[src/rtl/tcc_pkg.sv]
// How it works
// Force register always reads back as zero
// Force bit performs channel action, no flag
// Force beats coincident match; flag stays clear
// Channel 7 compare overrides channels 6 to 2
// Mask bit makes output-compare pin an output
// Channel 7 match copies data bits to masked pins
// Sixteen-bit counter counts up each prescaled tick
// Counter writes only load in test mode
// First period after counter write may vary
// Master accesses counter as one word
// Enable bit clear stops timer and counter
// Divide-by-64 clock comes from running prescaler
// Wait-stop halts timer and accumulator clock
// Fast clear: capture read, compare write clear flag
// Fast clear: counter access clears wrap flag
// Fast clear: pulse count access clears both flags
// Toggle-on-overflow inverts output pin at wrap
// Toggle beats force, yields to channel 7 override
// Freeze-stop halts counter while processor frozen
// Select bit: zero capture, one compare
// Action codes: off, toggle, clear, set
// Without fast clear, only write-one clears flags
// Wrap from all ones sets flag, drives toggles
`default_nettype none
package tcc_pkg;
	localparam int CH_HI = 7;
	localparam int CH_LO = 2;
	localparam int ADDR_LSB = 2;
	localparam int IDX_W = 6;
	localparam int PRE_W = 7;
	typedef logic [CH_HI:CH_LO] tcc_chv_t;
	typedef logic [IDX_W-1:0]   tcc_idx_t;
	localparam tcc_idx_t IDX_SELECT    = 6'h00;
	localparam tcc_idx_t IDX_FORCE     = 6'h01;
	localparam tcc_idx_t IDX_MASK      = 6'h02;
	localparam tcc_idx_t IDX_ODATA     = 6'h03;
	localparam tcc_idx_t IDX_CNT_HI    = 6'h04;
	localparam tcc_idx_t IDX_CNT_LO    = 6'h05;
	localparam tcc_idx_t IDX_SCR1      = 6'h06;
	localparam tcc_idx_t IDX_OVERFLOW_TOGGLE_ENABLE      = 6'h07;
	localparam tcc_idx_t IDX_ACT1      = 6'h08;
	localparam tcc_idx_t IDX_ACT2      = 6'h09;
	localparam tcc_idx_t IDX_SCR2      = 6'h0d;
	localparam tcc_idx_t IDX_CHFLG     = 6'h0e;
	localparam tcc_idx_t IDX_OVFLG     = 6'h0f;
	localparam tcc_idx_t IDX_CMP_FIRST = 6'h14;
	localparam tcc_idx_t IDX_CMP_LAST  = 6'h1f;
	localparam tcc_idx_t IDX_PFLG      = 6'h21;
	localparam tcc_idx_t IDX_PCNT_HI   = 6'h22;
	localparam tcc_idx_t IDX_PCNT_LO   = 6'h23;
	localparam int SCR1_EN   = 7;
	localparam int SCR1_WAIT = 6;
	localparam int SCR1_FRZ  = 5;
	localparam int SCR1_FAST = 4;
	localparam int SCR1_LSB  = 4;
	localparam int OVFLG_WRAP = 7;
	localparam int PFLG_WRAP  = 1;
	localparam int PFLG_IN    = 0;
	localparam logic [7:0]  RST_BYTE = 8'h00;
	localparam logic [15:0] RST_WORD = 16'h0000;
	localparam logic [15:0] CNT_MAX  = 16'hffff;
	localparam logic [15:0] CNT_ONE  = 16'h0001;
	localparam logic [5:0]  DIV64_END = 6'h3f;
	localparam logic [PRE_W-1:0] PRE_ALL = 7'h7f;
	localparam logic [1:0] ACT_OFF    = 2'h0;
	localparam logic [1:0] ACT_TOGGLE = 2'h1;
	localparam logic [1:0] ACT_CLEAR  = 2'h2;
	localparam logic [1:0] ACT_SET    = 2'h3;
endpackage : tcc_pkg
`default_nettype wire

[src/rtl/tcc_chan_if.sv]
`default_nettype none
interface tcc_chan_if import tcc_pkg::*; ();
	tcc_chv_t    ios;
	tcc_chv_t    mask;
	tcc_chv_t    odata;
	tcc_chv_t    force_evt;
	tcc_chv_t    match;
	tcc_chv_t    overflow_toggle_bit;
	logic [15:0] act;
	logic        ovf;
	tcc_chv_t    level;
	tcc_chv_t    oe_n;
	modport ctrl (output ios, mask, odata, force_evt, match, overflow_toggle_bit, act, ovf,
		input level, oe_n);
	modport chan (input ios, mask, odata, force_evt, match, overflow_toggle_bit, act, ovf,
		output level, oe_n);
endinterface : tcc_chan_if
`default_nettype wire

[src/rtl/tcc_channels.sv]
`default_nettype none
module tcc_channels
	import tcc_pkg::*;
(
	// Clock and reset
	input  wire logic pclk,
	input  wire logic presetn,
	// Channel control and pin state
	tcc_chan_if.chan  cif
);
	logic     ev7;
	tcc_chv_t ovr_sel;
	tcc_chv_t level_r;
	tcc_chv_t oe_n_r;

	// Forced channel 7 counts as a successful compare too
	assign ev7 = cif.ios[CH_HI] & (cif.match[CH_HI] | cif.force_evt[CH_HI]);
	assign ovr_sel = cif.mask & cif.ios;
	assign cif.level = level_r;
	assign cif.oe_n = oe_n_r;

	genvar k;
	generate
		for (k = CH_LO; k <= CH_HI; k++) begin : g_ch
			logic [1:0] act_k;
			logic       ev_k;
			logic       lvl_nxt;
			assign act_k = cif.act[2*k+1:2*k];
			assign ev_k = cif.ios[k] & (cif.match[k] | cif.force_evt[k]);
			always_comb begin
				lvl_nxt = level_r[k];
				if (ev7 && ovr_sel[k]) begin
					lvl_nxt = cif.odata[k];
				end else if (cif.ovf && cif.overflow_toggle_bit[k] && cif.ios[k]) begin
					lvl_nxt = ~level_r[k];
				end else if (ev_k) begin
					case (act_k)
						ACT_TOGGLE: lvl_nxt = ~level_r[k];
						ACT_CLEAR:  lvl_nxt = 1'h0;
						ACT_SET:    lvl_nxt = 1'h1;
						default:    lvl_nxt = level_r[k];
					endcase
				end
			end
			always_ff @(posedge pclk or negedge presetn) begin
				if (!presetn) begin
					level_r[k] <= 1'h0;
					oe_n_r[k]  <= 1'h1;
				end else begin
					level_r[k] <= lvl_nxt;
					oe_n_r[k]  <= ~(cif.ios[k] & ((act_k != ACT_OFF) | cif.mask[k]));
				end
			end
		end
	endgenerate

	property p_override;
		@(posedge pclk) disable iff (!presetn)
		ev7 |=> ((level_r ^ $past(cif.odata)) & $past(ovr_sel)) == '0;
	endproperty
	a_override: assert property (p_override)
		else $error("override data missing on masked pins");
endmodule : tcc_channels
`default_nettype wire

[src/rtl/tcc_prescaler.sv]
`default_nettype none
module tcc_prescaler
	import tcc_pkg::*;
(
	// Clock and reset
	input  wire logic       pclk,
	input  wire logic       presetn,
	// Control
	input  wire logic       run,
	input  wire logic [2:0] sel,
	// Enables
	output var  logic       tick,
	output var  logic       div64
);
	logic [PRE_W-1:0] pre_r;
	logic [PRE_W-1:0] lim;

	assign lim = ~(PRE_ALL << sel);

	// Holds its phase when stopped; counter writes are not aligned to it
	always_ff @(posedge pclk or negedge presetn) begin
		if (!presetn) begin
			pre_r <= '0;
		end else if (run) begin
			pre_r <= pre_r + 7'h01;
		end
	end

	always_comb begin
		tick  = run & ((pre_r & lim) == lim);
		div64 = run & (pre_r[5:0] == DIV64_END);
	end
endmodule : tcc_prescaler
`default_nettype wire

[src/rtl/tcc_top.sv]
// The implementer's own choice: register access over APB.
`default_nettype none
module tcc_top
	import tcc_pkg::*;
(
	// Clock and reset
	input  wire logic        pclk,
	input  wire logic        presetn,
	// APB slave
	input  wire logic        psel,
	input  wire logic        penable,
	input  wire logic        pwrite,
	input  wire logic [7:0]  paddr,
	input  wire logic [31:0] pwdata,
	output var  logic [31:0] prdata,
	output var  logic        pready,
	output var  logic        pslverr,
	// Processor state
	input  wire logic        test_mode,
	input  wire logic        cpu_wait,
	input  wire logic        cpu_freeze,
	// Capture events and pulse accumulator
	input  wire logic [7:0]  capture_evt,
	input  wire logic        pulse_wrap_evt,
	input  wire logic        pulse_input_evt,
	input  wire logic [15:0] pulse_count,
	output var  logic        pulse_clk64,
	// Timer pins and flags
	output var  logic [7:0]  compare_output,
	output var  logic [7:0]  pin_oe_n,
	output var  logic [7:0]  channel_flags,
	output var  logic        wrap_flag
);
	tcc_chv_t    ios_r;
	tcc_chv_t    mask_r;
	tcc_chv_t    odata_r;
	tcc_chv_t    tov_r;
	tcc_chv_t    force_r;
	tcc_chv_t    flags_r;
	tcc_chv_t    match;
	tcc_chv_t    cmp_hit;
	tcc_chv_t    fast_clr;
	logic [7:0]  act1_r;
	logic [7:0]  act2_r;
	logic [3:0]  scr1_r;
	logic [2:0]  pre_sel_r;
	logic [15:0] cnt_r;
	logic [15:0] cmp_r [CH_HI:CH_LO];
	logic        cnt_upd_r;
	logic        wrap_r;
	logic        pwrap_r;
	logic        pin_r;
	logic        pready_r;
	logic [31:0] prdata_r;
	logic        pslverr_r;
	logic        pa_clk_r;
	tcc_idx_t    idx;
	tcc_idx_t    cmp_off;
	logic        setup;
	logic        access;
	logic        wr_en;
	logic        rd_en;
	logic        is_cmp;
	logic        cnt_sel;
	logic        pcnt_sel;
	logic        fast;
	logic        en;
	logic        wait_halt;
	logic        frz_halt;
	logic        pre_run;
	logic        tick_raw;
	logic        tick;
	logic        div64;
	logic        ovf_evt;
	logic        cnt_load;
	logic        bad;
	logic [31:0] rdata_nxt;

	tcc_chan_if cif ();

	assign idx      = paddr[7:ADDR_LSB];
	assign setup    = psel & ~penable;
	assign access   = psel & penable & pready_r;
	assign wr_en    = access & pwrite & ~pslverr_r;
	assign rd_en    = access & ~pwrite & ~pslverr_r;
	assign is_cmp   = (idx >= IDX_CMP_FIRST) && (idx <= IDX_CMP_LAST);
	assign cmp_off  = idx - IDX_CMP_FIRST;
	assign cnt_sel  = (idx == IDX_CNT_HI) || (idx == IDX_CNT_LO);
	assign pcnt_sel = (idx == IDX_PCNT_HI) || (idx == IDX_PCNT_LO);
	assign fast     = scr1_r[SCR1_FAST-SCR1_LSB];
	assign en       = scr1_r[SCR1_EN-SCR1_LSB];
	assign wait_halt = scr1_r[SCR1_WAIT-SCR1_LSB] & cpu_wait;
	assign frz_halt = scr1_r[SCR1_FRZ-SCR1_LSB] & cpu_freeze;
	assign pre_run  = en & ~wait_halt;
	assign tick     = tick_raw & ~frz_halt;
	assign ovf_evt  = tick && (cnt_r == CNT_MAX);
	assign cnt_load = wr_en && cnt_sel && test_mode;

	tcc_prescaler u_pre (
		.pclk    (pclk),
		.presetn (presetn),
		.run     (pre_run),
		.sel     (pre_sel_r),
		.tick    (tick_raw),
		.div64   (div64)
	);

	assign cif.ios       = ios_r;
	assign cif.mask      = mask_r;
	assign cif.odata     = odata_r;
	assign cif.force_evt = force_r;
	assign cif.match     = match;
	assign cif.overflow_toggle_bit       = tov_r;
	assign cif.act       = {act1_r, act2_r};
	assign cif.ovf       = ovf_evt;

	tcc_channels u_chan (
		.pclk    (pclk),
		.presetn (presetn),
		.cif     (cif)
	);

	// Register file decode and read data
	always_comb begin
		rdata_nxt = '0;
		bad = (paddr[ADDR_LSB-1:0] != 2'h0);
		case (idx)
			IDX_SELECT:  rdata_nxt = 32'({ios_r, 2'h0});
			IDX_FORCE:   rdata_nxt = '0;
			IDX_MASK:    rdata_nxt = 32'({mask_r, 2'h0});
			IDX_ODATA:   rdata_nxt = 32'({odata_r, 2'h0});
			IDX_CNT_HI:  rdata_nxt = 32'(cnt_r);
			IDX_CNT_LO:  rdata_nxt = 32'(cnt_r[7:0]);
			IDX_SCR1:    rdata_nxt = 32'({scr1_r, 4'h0});
			IDX_OVERFLOW_TOGGLE_ENABLE:    rdata_nxt = 32'({tov_r, 2'h0});
			IDX_ACT1:    rdata_nxt = 32'(act1_r);
			IDX_ACT2:    rdata_nxt = 32'({act2_r[7:4], 4'h0});
			IDX_SCR2:    rdata_nxt = 32'(pre_sel_r);
			IDX_CHFLG:   rdata_nxt = 32'({flags_r, 2'h0});
			IDX_OVFLG:   rdata_nxt = 32'({wrap_r, 7'h00});
			IDX_PFLG:    rdata_nxt = 32'({pwrap_r, pin_r});
			IDX_PCNT_HI: rdata_nxt = 32'(pulse_count);
			IDX_PCNT_LO: rdata_nxt = 32'(pulse_count[7:0]);
			default: begin
				bad = 1'h1;
				for (int c = CH_LO; c <= CH_HI; c++) begin
					if (cmp_hit[c]) begin
						bad = (paddr[ADDR_LSB-1:0] != 2'h0);
						rdata_nxt = idx[0] ? 32'(cmp_r[c][7:0]) : 32'(cmp_r[c]);
					end
				end
			end
		endcase
		if (bad) begin
			rdata_nxt = '0;
		end
	end

	// APB handshake: one access cycle, no wait states
	always_ff @(posedge pclk or negedge presetn) begin
		if (!presetn) begin
			pready_r  <= 1'h0;
			pslverr_r <= 1'h0;
			prdata_r  <= '0;
		end else begin
			pready_r  <= setup;
			pslverr_r <= setup & bad;
			if (setup && !pwrite) begin
				prdata_r <= rdata_nxt;
			end
		end
	end

	// Control registers
	always_ff @(posedge pclk or negedge presetn) begin
		if (!presetn) begin
			ios_r     <= '0;
			mask_r    <= '0;
			odata_r   <= '0;
			tov_r     <= '0;
			act1_r    <= RST_BYTE;
			act2_r    <= RST_BYTE;
			scr1_r    <= '0;
			pre_sel_r <= '0;
		end else if (wr_en) begin
			case (idx)
				IDX_SELECT: ios_r     <= pwdata[CH_HI:CH_LO];
				IDX_MASK:   mask_r    <= pwdata[CH_HI:CH_LO];
				IDX_ODATA:  odata_r   <= pwdata[CH_HI:CH_LO];
				IDX_OVERFLOW_TOGGLE_ENABLE:   tov_r     <= pwdata[CH_HI:CH_LO];
				IDX_ACT1:   act1_r    <= pwdata[7:0];
				IDX_ACT2:   act2_r    <= {pwdata[7:4], 4'h0};
				IDX_SCR1:   scr1_r    <= pwdata[7:SCR1_LSB];
				IDX_SCR2:   pre_sel_r <= pwdata[2:0];
				default:    ios_r     <= ios_r;
			endcase
		end
	end

	// Force bits live for one cycle only, so nothing is held to read back
	always_ff @(posedge pclk or negedge presetn) begin
		if (!presetn) begin
			force_r <= '0;
		end else if (wr_en && idx == IDX_FORCE) begin
			force_r <= pwdata[CH_HI:CH_LO];
		end else begin
			force_r <= '0;
		end
	end

	// Main counter
	always_ff @(posedge pclk or negedge presetn) begin
		if (!presetn) begin
			cnt_r     <= RST_WORD;
			cnt_upd_r <= 1'h0;
		end else begin
			cnt_upd_r <= tick;
			if (cnt_load) begin
				cnt_r <= (idx == IDX_CNT_HI) ? pwdata[15:0] :
					{cnt_r[15:8], pwdata[7:0]};
			end else if (tick) begin
				cnt_r <= cnt_r + CNT_ONE;
			end
		end
	end

	// Per channel compare value, capture, match and flag
	genvar k;
	generate
		for (k = CH_LO; k <= CH_HI; k++) begin : g_ch
			logic set_k;
			logic clr_k;
			assign cmp_hit[k] = is_cmp && (cmp_off[3:1] == 3'(k - CH_LO));
			assign match[k] = cnt_upd_r && ios_r[k] && (cnt_r == cmp_r[k]);
			assign fast_clr[k] = fast && cmp_hit[k] &&
				((rd_en && !ios_r[k]) || (wr_en && ios_r[k]));
			assign set_k = (match[k] & ~force_r[k]) |
				(capture_evt[k] & ~ios_r[k]);
			assign clr_k = (wr_en && idx == IDX_CHFLG && pwdata[k]) ||
				fast_clr[k];
			always_ff @(posedge pclk or negedge presetn) begin
				if (!presetn) begin
					cmp_r[k] <= RST_WORD;
				end else if (capture_evt[k] && !ios_r[k]) begin
					cmp_r[k] <= cnt_r;
				end else if (wr_en && cmp_hit[k]) begin
					cmp_r[k] <= idx[0] ? {cmp_r[k][15:8], pwdata[7:0]} :
						pwdata[15:0];
				end
			end
			always_ff @(posedge pclk or negedge presetn) begin
				if (!presetn) begin
					flags_r[k] <= 1'h0;
				end else begin
					flags_r[k] <= set_k | (flags_r[k] & ~clr_k);
				end
			end
		end
	endgenerate

	// Wrap and pulse flags; a set in the clearing cycle wins
	always_ff @(posedge pclk or negedge presetn) begin
		if (!presetn) begin
			wrap_r <= 1'h0;
		end else if (ovf_evt) begin
			wrap_r <= 1'h1;
		end else if ((wr_en && idx == IDX_OVFLG && pwdata[OVFLG_WRAP]) ||
			(fast && (wr_en || rd_en) && cnt_sel)) begin
			wrap_r <= 1'h0;
		end
	end

	always_ff @(posedge pclk or negedge presetn) begin
		if (!presetn) begin
			pwrap_r <= 1'h0;
			pin_r   <= 1'h0;
		end else begin
			if (pulse_wrap_evt) begin
				pwrap_r <= 1'h1;
			end else if ((fast && (wr_en || rd_en) && pcnt_sel) ||
				(wr_en && idx == IDX_PFLG && pwdata[PFLG_WRAP])) begin
				pwrap_r <= 1'h0;
			end
			if (pulse_input_evt) begin
				pin_r <= 1'h1;
			end else if ((fast && (wr_en || rd_en) && pcnt_sel) ||
				(wr_en && idx == IDX_PFLG && pwdata[PFLG_IN])) begin
				pin_r <= 1'h0;
			end
		end
	end

	always_ff @(posedge pclk or negedge presetn) begin
		if (!presetn) begin
			pa_clk_r <= 1'h0;
		end else begin
			pa_clk_r <= div64;
		end
	end

	assign prdata         = prdata_r;
	assign pready         = pready_r;
	assign pslverr        = pslverr_r;
	assign pulse_clk64    = pa_clk_r;
	assign compare_output = {cif.level, 2'h0};
	assign pin_oe_n       = {cif.oe_n, 2'h3};
	assign channel_flags  = {flags_r, 2'h0};
	assign wrap_flag      = wrap_r;

	property p_force_reads_zero;
		@(posedge pclk) disable iff (!presetn)
		(setup && !pwrite && paddr == {IDX_FORCE, 2'h0}) |=>
			prdata == 32'h00000000;
	endproperty
	a_force_reads_zero: assert property (p_force_reads_zero)
		else $error("force register read not zero");

	property p_force_no_flag;
		@(posedge pclk) disable iff (!presetn)
		(force_r != '0 && (force_r & ios_r & ~capture_evt[CH_HI:CH_LO]) != '0)
		|=> ((flags_r & ~$past(flags_r)) & $past(force_r) & $past(ios_r)) == '0;
	endproperty
	a_force_no_flag: assert property (p_force_no_flag)
		else $error("forced compare set a flag");

	property p_count_step;
		@(posedge pclk) disable iff (!presetn)
		(tick && !cnt_load) |=> cnt_r == $past(cnt_r) + CNT_ONE;
	endproperty
	a_count_step: assert property (p_count_step)
		else $error("counter did not step by one");

	property p_no_normal_write;
		@(posedge pclk) disable iff (!presetn)
		(!test_mode && !tick) |=> cnt_r == $past(cnt_r);
	endproperty
	a_no_normal_write: assert property (p_no_normal_write)
		else $error("counter changed without tick");

	property p_disabled_stops;
		@(posedge pclk) disable iff (!presetn)
		(!en && !cnt_load) |=> $stable(cnt_r);
	endproperty
	a_disabled_stops: assert property (p_disabled_stops)
		else $error("counter ran while disabled");

	property p_no_clk64_off;
		@(posedge pclk) disable iff (!presetn)
		(!en)[*2] |-> !pulse_clk64;
	endproperty
	a_no_clk64_off: assert property (p_no_clk64_off)
		else $error("divide-by-64 clock while timer off");

	property p_wait_halt;
		@(posedge pclk) disable iff (!presetn)
		wait_halt ##1 wait_halt |-> !pulse_clk64 && $stable(cnt_r);
	endproperty
	a_wait_halt: assert property (p_wait_halt)
		else $error("timer ran during wait stop");

	property p_freeze_halt;
		@(posedge pclk) disable iff (!presetn)
		(frz_halt && !cnt_load) |=> $stable(cnt_r);
	endproperty
	a_freeze_halt: assert property (p_freeze_halt)
		else $error("counter ran during freeze stop");

	property p_fast_wrap_clear;
		@(posedge pclk) disable iff (!presetn)
		(fast && (wr_en || rd_en) && cnt_sel && !ovf_evt) |=> !wrap_flag;
	endproperty
	a_fast_wrap_clear: assert property (p_fast_wrap_clear)
		else $error("wrap flag survived counter access");

	property p_fast_pulse_clear;
		@(posedge pclk) disable iff (!presetn)
		(fast && (wr_en || rd_en) && pcnt_sel && !pulse_wrap_evt &&
			!pulse_input_evt) |=> !pwrap_r && !pin_r;
	endproperty
	a_fast_pulse_clear: assert property (p_fast_pulse_clear)
		else $error("pulse flags survived count access");

	property p_wrap_sets;
		@(posedge pclk) disable iff (!presetn)
		ovf_evt |=> wrap_flag && cnt_r == RST_WORD;
	endproperty
	a_wrap_sets: assert property (p_wrap_sets)
		else $error("wrap did not set flag");
endmodule : tcc_top
`default_nettype wire

[config.mk]
export PLATFORM = sky130hd
export DESIGN_NAME = tcc_top
export DESIGN_NICKNAME = d
export VERILOG_FILES = /design/src/rtl/tcc_pkg.sv /design/src/rtl/tcc_chan_if.sv /design/src/rtl/tcc_channels.sv /design/src/rtl/tcc_prescaler.sv /design/src/rtl/tcc_top.sv
export SDC_FILE = /design/constraint.sdc
export NUM_CORES = 1
export LEC_CHECK = 0
export ABC_AREA = 0
export BUFFER_PORTS_ARGS = -buffer_cell sky130_fd_sc_hd__buf_2
export CORE_UTILIZATION = 45
export DETAILED_ROUTE_END_ITERATION = 6
export GPL_TIMING_DRIVEN = 0
export PLACE_DENSITY = 0.7
export SLEW_MARGIN = 20
export SYNTH_ARGS = -nofsm -noshare
export SYNTH_HDL_FRONTEND = slang
export SYNTH_SLANG_ARGS = --single-unit
[constraint.sdc]
create_clock -name pclk -period 2.1 [get_ports pclk]
set_input_delay 0.21 -clock pclk [delete_from_list [all_inputs] [get_ports pclk]]
set_output_delay 0.21 -clock pclk [all_outputs]
set_load 0.05 [all_outputs]
### After elaboration in Yosys (flattened, before gate mapping)

Cells that the tools add are included.
W data, S select, Z words.

| storage, ports and cells | value |
|---|---|
| register bits after elaboration | 225 |
| bits of input ports | 74 |
| output and inout bits | 60 |
| word-level logic and storage cells | 455 |

| operators by class | value |
|---|---|
| add/subtract/negate cells | 3 |
| order comparisons | 2 |
| eq/ne operators | 54 |
| shift-type cells | 1 |
| muxes and demuxes | 68 |
| bitwise logic cells | 106 |
| reduce and logical (&&, ||, !) cells | 171 |

Operators with widths:

| cell | count |
|---|---|
| $pmux W32 S16 | 1 |
| $mux W16 | 23 |
| $mux W32 | 6 |
| $eq A16 B16 Y1 | 6 |
| $logic_and A1 B1 Y1 | 93 |
| $and A1 B1 Y1 | 44 |
| $reduce_and A2 Y1 | 21 |
| $not A1 Y1 | 35 |
| $reduce_bool A2 Y1 | 17 |
| $mux W1 | 31 |
| $eq A6 B4 Y1 const B | 5 |
| $reduce_bool A5 Y1 | 6 |
| $eq A2 B2 Y1 const B | 12 |
| $eq A6 B3 Y1 const B | 4 |
| $eq A6 B6 Y1 const B | 4 |
| $or A1 B1 Y1 | 24 |
| $logic_or A1 B1 Y1 | 18 |
| $pmux W1 S3 | 6 |
| $reduce_bool A3 Y1 | 6 |
| $add A16 B1 Y16 const B | 1 |
| $eq A16 B16 Y1 const B | 1 |
| $reduce_or A16 Y1 | 1 |
| $ne A2 B1 Y1 const B | 7 |
| $eq A2 B1 Y1 const B | 6 |
| other kinds (18) | 27 |

### Depth between registers and ports, before layout

| logic depth | value |
|---|---|
| depth after elaboration | 11 |
| mapped depth | 13 |
| mapped depth without buffers | 9 |

### By module

A second synthesis with hierarchy kept.

| second synthesis, totals | value |
|---|---|
| cells, all modules | 1415 |
| area, all modules | 13271.5 µm² |

By module, submodules not included:

| module | times used | cells an instance | area an instance (µm²) | sequential area each (µm²) |
|---|---|---|---|---|
| tcc_top | 1 | 1279 | 12020.3 | 4754.6 |
| tcc_channels | 1 | 102 | 898.4 | 307.8 |
| tcc_prescaler | 1 | 34 | 352.8 | 175.2 |

### Least setup slack after synthesis

Ideal clock, no wire load.

| path | value |
|---|---|
| kind | input to register |
| start | input port paddr[4] |
| end | register cmp_r[48] (netlist name) |
| setup time | 139 ps |
| arrival time | 2245 ps |
| data required time | 1961 ps |
| setup slack | -283 ps |
| cell stages on the path | 9 |
| path buffers | 1 |
| path through | clkinv_1 > ha_1 > buf_1 > nand2_1 > nor2_1 > nand2_1 > nor2_2 > mux2i_1 > o21ai_0 |

| between the ends | value |
|---|---|
| cells in the longest elaborated chain, start to end | 5 |
| elaborated cells on any way between the ends | 8 |
| those cells by class | add/sub (1); order compare (2); eq/ne (1); reduce/logical (4) |

RTL lines:

| item | line | text |
|---|---|---|
| start: declaration | tcc_top.sv:13 | `input wire logic [7:0] paddr,` |
| $sub A4 B3 Y4 (tied with other cells) | tcc_top.sv:87 | `assign cmp_off = idx - IDX_CMP_FIRST;` |
| $eq A3 B2 Y1 / $logic_and A1 B1 Y1 (equally long branches) | tcc_top.sv:233, tcc_top.sv:86 |  |
| $logic_and A1 B1 Y1 (*) | tcc_top.sv:233 | `assign cmp_hit[k] = is_cmp && (cmp_off[3:1] == 3'(k - CH_LO));` |
| $logic_and A1 B1 Y1 (*) | tcc_top.sv:246 | `end else if (wr_en && cmp_hit[k]) begin` |
| $reduce_bool A2 Y1 (no line) (*) | - |  |
| end signal: indexed assignment | tcc_top.sv:245 | `cmp_r[k] <= cnt_r;` |
| end signal: indexed assignment | tcc_top.sv:247 | `cmp_r[k] <= idx[0] ? {cmp_r[k][15:8], pwdata[7:0]} :` |
| end: declaration | tcc_top.sv:48 | `logic [15:0] cmp_r [CH_HI:CH_LO];` |

Every way passes the cells marked *; elsewhere a longest branch is shown, timed or not.
A chain may end at the register's enable or synchronous reset.

### Final worst setup path

| path | value |
|---|---|
| start | register cnt_r[9] |
| end | register u_chan.level_r[2] (netlist: u_chan.cif.level[2]) |

| between the ends | value |
|---|---|
| cells in the longest elaborated chain, start to end | 7 |
| elaborated cells on any way between the ends | 18 |
| those cells by class | eq/ne (3); mux (2); bitwise (4); reduce/logical (9) |

RTL lines:

| item | line | text |
|---|---|---|
| start: declaration | tcc_top.sv:47 | `logic [15:0] cnt_r;` |
| start signal: assignment | tcc_top.sv:219 | `cnt_r <= (idx == IDX_CNT_HI) ? pwdata[15:0] :` |
| start signal: assignment | tcc_top.sv:222 | `cnt_r <= cnt_r + CNT_ONE;` |
| $eq A16 B16 Y1 | tcc_top.sv:234 | `assign match[k] = cnt_upd_r && ios_r[k] && (cnt_r == cmp_r[k]);` |
| $logic_and A1 B1 Y1 | tcc_top.sv:234 |  |
| $or A1 B1 Y1 | tcc_channels.sv:17 | `assign ev7 = cif.ios[CH_HI] & (cif.match[CH_HI] \| cif.force_evt[CH_HI]);` |
| $and A1 B1 Y1 | tcc_channels.sv:17 |  |
| $logic_and A1 B1 Y1 | tcc_channels.sv:32 | `if (ev7 && ovr_sel[k]) begin` |
| $reduce_bool A5 Y1 (no line) / $reduce_bool A3 Y1 (equally long branches) | - |  |
| $reduce_and A2 Y1 (no line) | - |  |
| end signal: indexed assignment | tcc_channels.sv:50 | `level_r[k] <= lvl_nxt;` |
| end: declaration | tcc_channels.sv:13 | `tcc_chv_t level_r;` |

Parallel ways exist; a longest one is shown, timed or not.

==> impl_metrics.csv <==
group,metric,value,unit
sta,setup_tns,-0.168,ns
global_route,antenna_found_initial,0,
setup_path,crit_path_cell_trace,"buf_12 > buf_4 > xnor2_2 > nand4_1 > nor2_1 > a31o_2 > a22o_1 > nand2_1 > a31o_2",
sta,finalCriticalPeriod,2.21,ns
synth,cell_with_the_most_instances_after_synthesis,"dfrtp_1",
routing,drt_wl_total,50.4,mm
global_route,global_route.overflow_total,0,
power_and_ir_drop,total_power,10.5,mW
status,failed_checks,"negative setup slack",
synth,synth_compound_area_share,15.9,%
setup_path,cp_common_cell,"a31o_2",
sta,clock-skew-final,0.0207,ns
setup_path,critical_path_required,2.54,ns
sta,slew_violations,0,
clock_network,htree_num_levels,1,
floorplanning,core_region_area,28000,sq um
job,timing.max_cap.violations,0,
clock_network,clock-sinks,209,
synth,yosys_warnings,0,
sta,fmax,0.452,GHz
sta,min_period_over_period,105,%
routing,route.vias.total,12300,
clock_network,worstSkewPairLatency,0.55,ns
synth,post_synth_top_area_share,39.3,%
clock_network,clockRootBuffer,"clkbuf_16",
routing,route.detailed.vias_per_inst,6.24,
routing,avgRoutedWirePerCell,25.6,um
clock_network,cts_max_path_buffers,3,
cells_and_area,filler_cell_count,2461,
clock_network,tritoncts.num_buffers,24,
synth,synth.cell_area,12900,sq um
setup_path,class_of_the_most_critical_setup_path,"reg2reg",
setup_path,critPathMaxFanout,10,
cells_and_area,num_antenna_cells,0,
placement,place_hpwl,36.4,mm
routing,drt-initial-drc-count,1621,
floorplanning,fp.dieW,171,um
synth,async_reset_ff_share,100,%
synth,synth_xor_area_share,8.00,%
synth,synth.mux.area_fraction,13.1,%
synth,netlist-cell-type-count,82,
synth,seq_area_frac_synth,40.5,%
synth,synth_top_family_by_area,"simple AND/OR/NAND/NOR gates",
synth,ys.flop_type,"dfrtp_1",
placement,port-buffer-count,88,
routing,firstDrtPassIters,5,
global_route,grt_pass1_wl,73.7,mm
cells_and_area,finish.net_count,1656,
clock_network,tritoncts,"built",
synth,synth-seq-cells,209,
floorplanning,start_util,46.1,%
min_path,hold_class,"in2reg",
floorplanning,design.die.area,29400,sq um
clock_network,clk_transition_reported_paths,0.07,ns
cells_and_area,finish.utilization,58.1,%
global_route,grt_max_degree,88,
sta,timing.final.ws_setup,-0.113,ns
sta,final-setup-viol-count,3,
setup_path,setup.worst_path.start_class,"flip-flop",
cells_and_area,layout-drive-gt1-share,29.1,%
sta,worst_pin_slew,0.855,ns
floorplanning,row_count,61,
synth,syn_inst,1370,
synth,synth_top_cells_by_count,"dfrtp_1, nand2_1, nor2_1, mux2i_1, a21oi_1",
cells_and_area,stdcell_area,16300,sq um
status,outcome,"finished with violations",
sta,timing.max_slew.rel_slack,43.0,%
synth,synth_simple_gate_area_share,16.0,%
setup_path,critical-path-slowest-cell,"dfrtp_1",
global_route,grt_util_all_layers,34.1,%
synth,yosysTopAreaCell,"dfrtp_1",
routing,ant_nets,0,
synth,number_of_enable_type_register_cells_in_the_synthesized_netlist,0,
power_and_ir_drop,p_leak,7.30,nW
placement,routability_congestion_estimate_from_global_placement,1.02,
cells_and_area,flow.area_growth_from_synthesis,26.0,%
synth,yosys.area_share.adder,0.969,%
placement,postPlaceCellArea,14000,sq um
floorplanning,floorplan.io_pins,134,
global_route,vias_in_the_first_global_route,11300,
floorplanning,die_height,171,um
setup_path,cp_data_arrival_time,2.66,ns
synth,postSynthAreaPerCell,9.43,sq um
power_and_ir_drop,peakVddDrop,0.547,mV
sta,rsz0062_at_grt,"yes",
synth,ys_top_cells_by_area,"dfrtp_1, mux2i_1, xor2_1",
setup_path,critical_path.max_stage_delay,0.41,ns
setup_path,critical_path.endpoint_type,"flip-flop",
cells_and_area,layoutNonFillerInstCount,1968,
placement,dpl.cell_count,1858,
routing,drcViolationCount,0,
power_and_ir_drop,power.density_cell_area,644,nW/um^2
sta,finalHoldViolations,0,
worst paths after layout:
| path | slack (ns) | from | cells after the start | endpoint |
|---|---|---|---|---|
| hold reg to reg | 0.46 | cif.force_evt[3] | 1 | channel_flags[5] |
| min in group asynchronous | 0.21 | presetn | 2 | u_pre.pre_r[3] |
| hold / removal | 0.02 | pwdata[10] | 3 | cnt_r[10] |
| max in group asynchronous | 1.03 | presetn | 3 | cnt_r[8] |
| setup reg to reg | -0.11 | cnt_r[9] | 9 | u_chan.cif.level[2] |
| setup / recovery | -0.11 | cnt_r[9] | 9 | u_chan.cif.level[2] |
metal layers:
metal | track usage (%) | vias up | routed length [um]
met2 | 50.4 | 860 | 21900
li1 | - | 5271 | -
met1 | 48.1 | 6006 | 20300
met4 | 14.9 | 0 | 2390
met5 | 0 | - | 0
met3 | 6.93 | 153 | 5710
logic make-up (layout without fill, tap and decap cells):
logic type | count (synthesis) | after routing
and+or+nand+nor | 427 | 427
adders and majority gates | 10 | 10
AOI/OAI and AO/OA | 305 | 305
buffers and inverters | 144 | 344
muxes | 155 | 155
DFF | 209 | 209
xor gates and xnor gates | 118 | 118
other | 2 | 22
state kept, by name, summed over array words and instances (netlist names), 4 cells and up:
register / flops
cmp_r: 96
cnt_r: 16
prdata: 16
act1_r: 8
u_pre.pre_r: 7
channel_flags: 6
cif.force_evt: 6
cif.ios: 6
cif.mask: 6
cif.odata: 6
cif.overflow_toggle_bit: 6
u_chan.cif.level: 6
u_chan.cif.oe_n: 6
act2_r: 4
scr1_r: 4
placed cells by master, fill, tap and decap left out, drive strengths merged, types with 7 or more instances in the layout:
| master | instances |
|---|---|
| xor2 | 76 |
| a211oi | 11 |
| and4 | 8 |
| a221oi | 14 |
| and3 | 16 |
| a22oi | 18 |
| o21ai | 82 |
| mux2 | 43 |
| buf | 227 |
| nand4 | 30 |
| o31ai | 15 |
| nor2 | 118 |
| nor4 | 13 |
| clkbuf | 89 |
| a21oi | 85 |
| mux2i | 105 |
| nand2 | 144 |
| a31oi | 7 |
| nor3 | 13 |
| nand3 | 33 |
| ha | 10 |
| a311o | 7 |
| xnor2 | 42 |
| nand2b | 10 |
| dfrtp | 203 |
| inv | 18 |
| o211ai | 17 |
| mux4 | 7 |
| and2 | 16 |
| conb | 22 |
through the flow:
stage	hold slack (ns)	setup slack [ns]
after floorplan	-0.0856	-0.0960
after global routing	0.0553	-0.138
after CTS	0.0137	-0.0319
after detailed placement	0.208	-0.996
final	0.0188	-0.113
after global placement	0.395	-3.28
power by group:
part	internal (mW)	switching, mW
sequential	4.24	0.241
clock	2.36	1.81
combinational	0.686	1.15
total	7.28	3.20
final cells by class:
cell class	count	area [sq um]	share of cell area (%)
multi-input combinational	1037	7610	46.8
sequential	209	5260	32.3
timing repair buffer	174	1330	8.16
buffer	108	758	4.66
clock buffer	39	727	4.47
tap	378	473	2.91
inverter	18	85.1	0.523
clock inverter	5	36.3	0.223
what timing repair did:
item	4_1_cts	5_1_grt
hold buffers	5	0
hold endpoints to repair	70	0
setup buffers	38	39
setup endpoints to repair	184	109
pin swaps	22	38
gates resized for setup	121	95
gates cloned	0	2
worst max-delay path, delay by kind of cell, from the launching register on:
kind / cells / cell delay (ns)
compound gates: 3 / 0.65
xor+xnor: 1 / 0.24
buf+inv: 2 / 0.31
flops: 1 / 0.41
simple gates: 3 / 0.50
(Power assumes the default switching activity.)
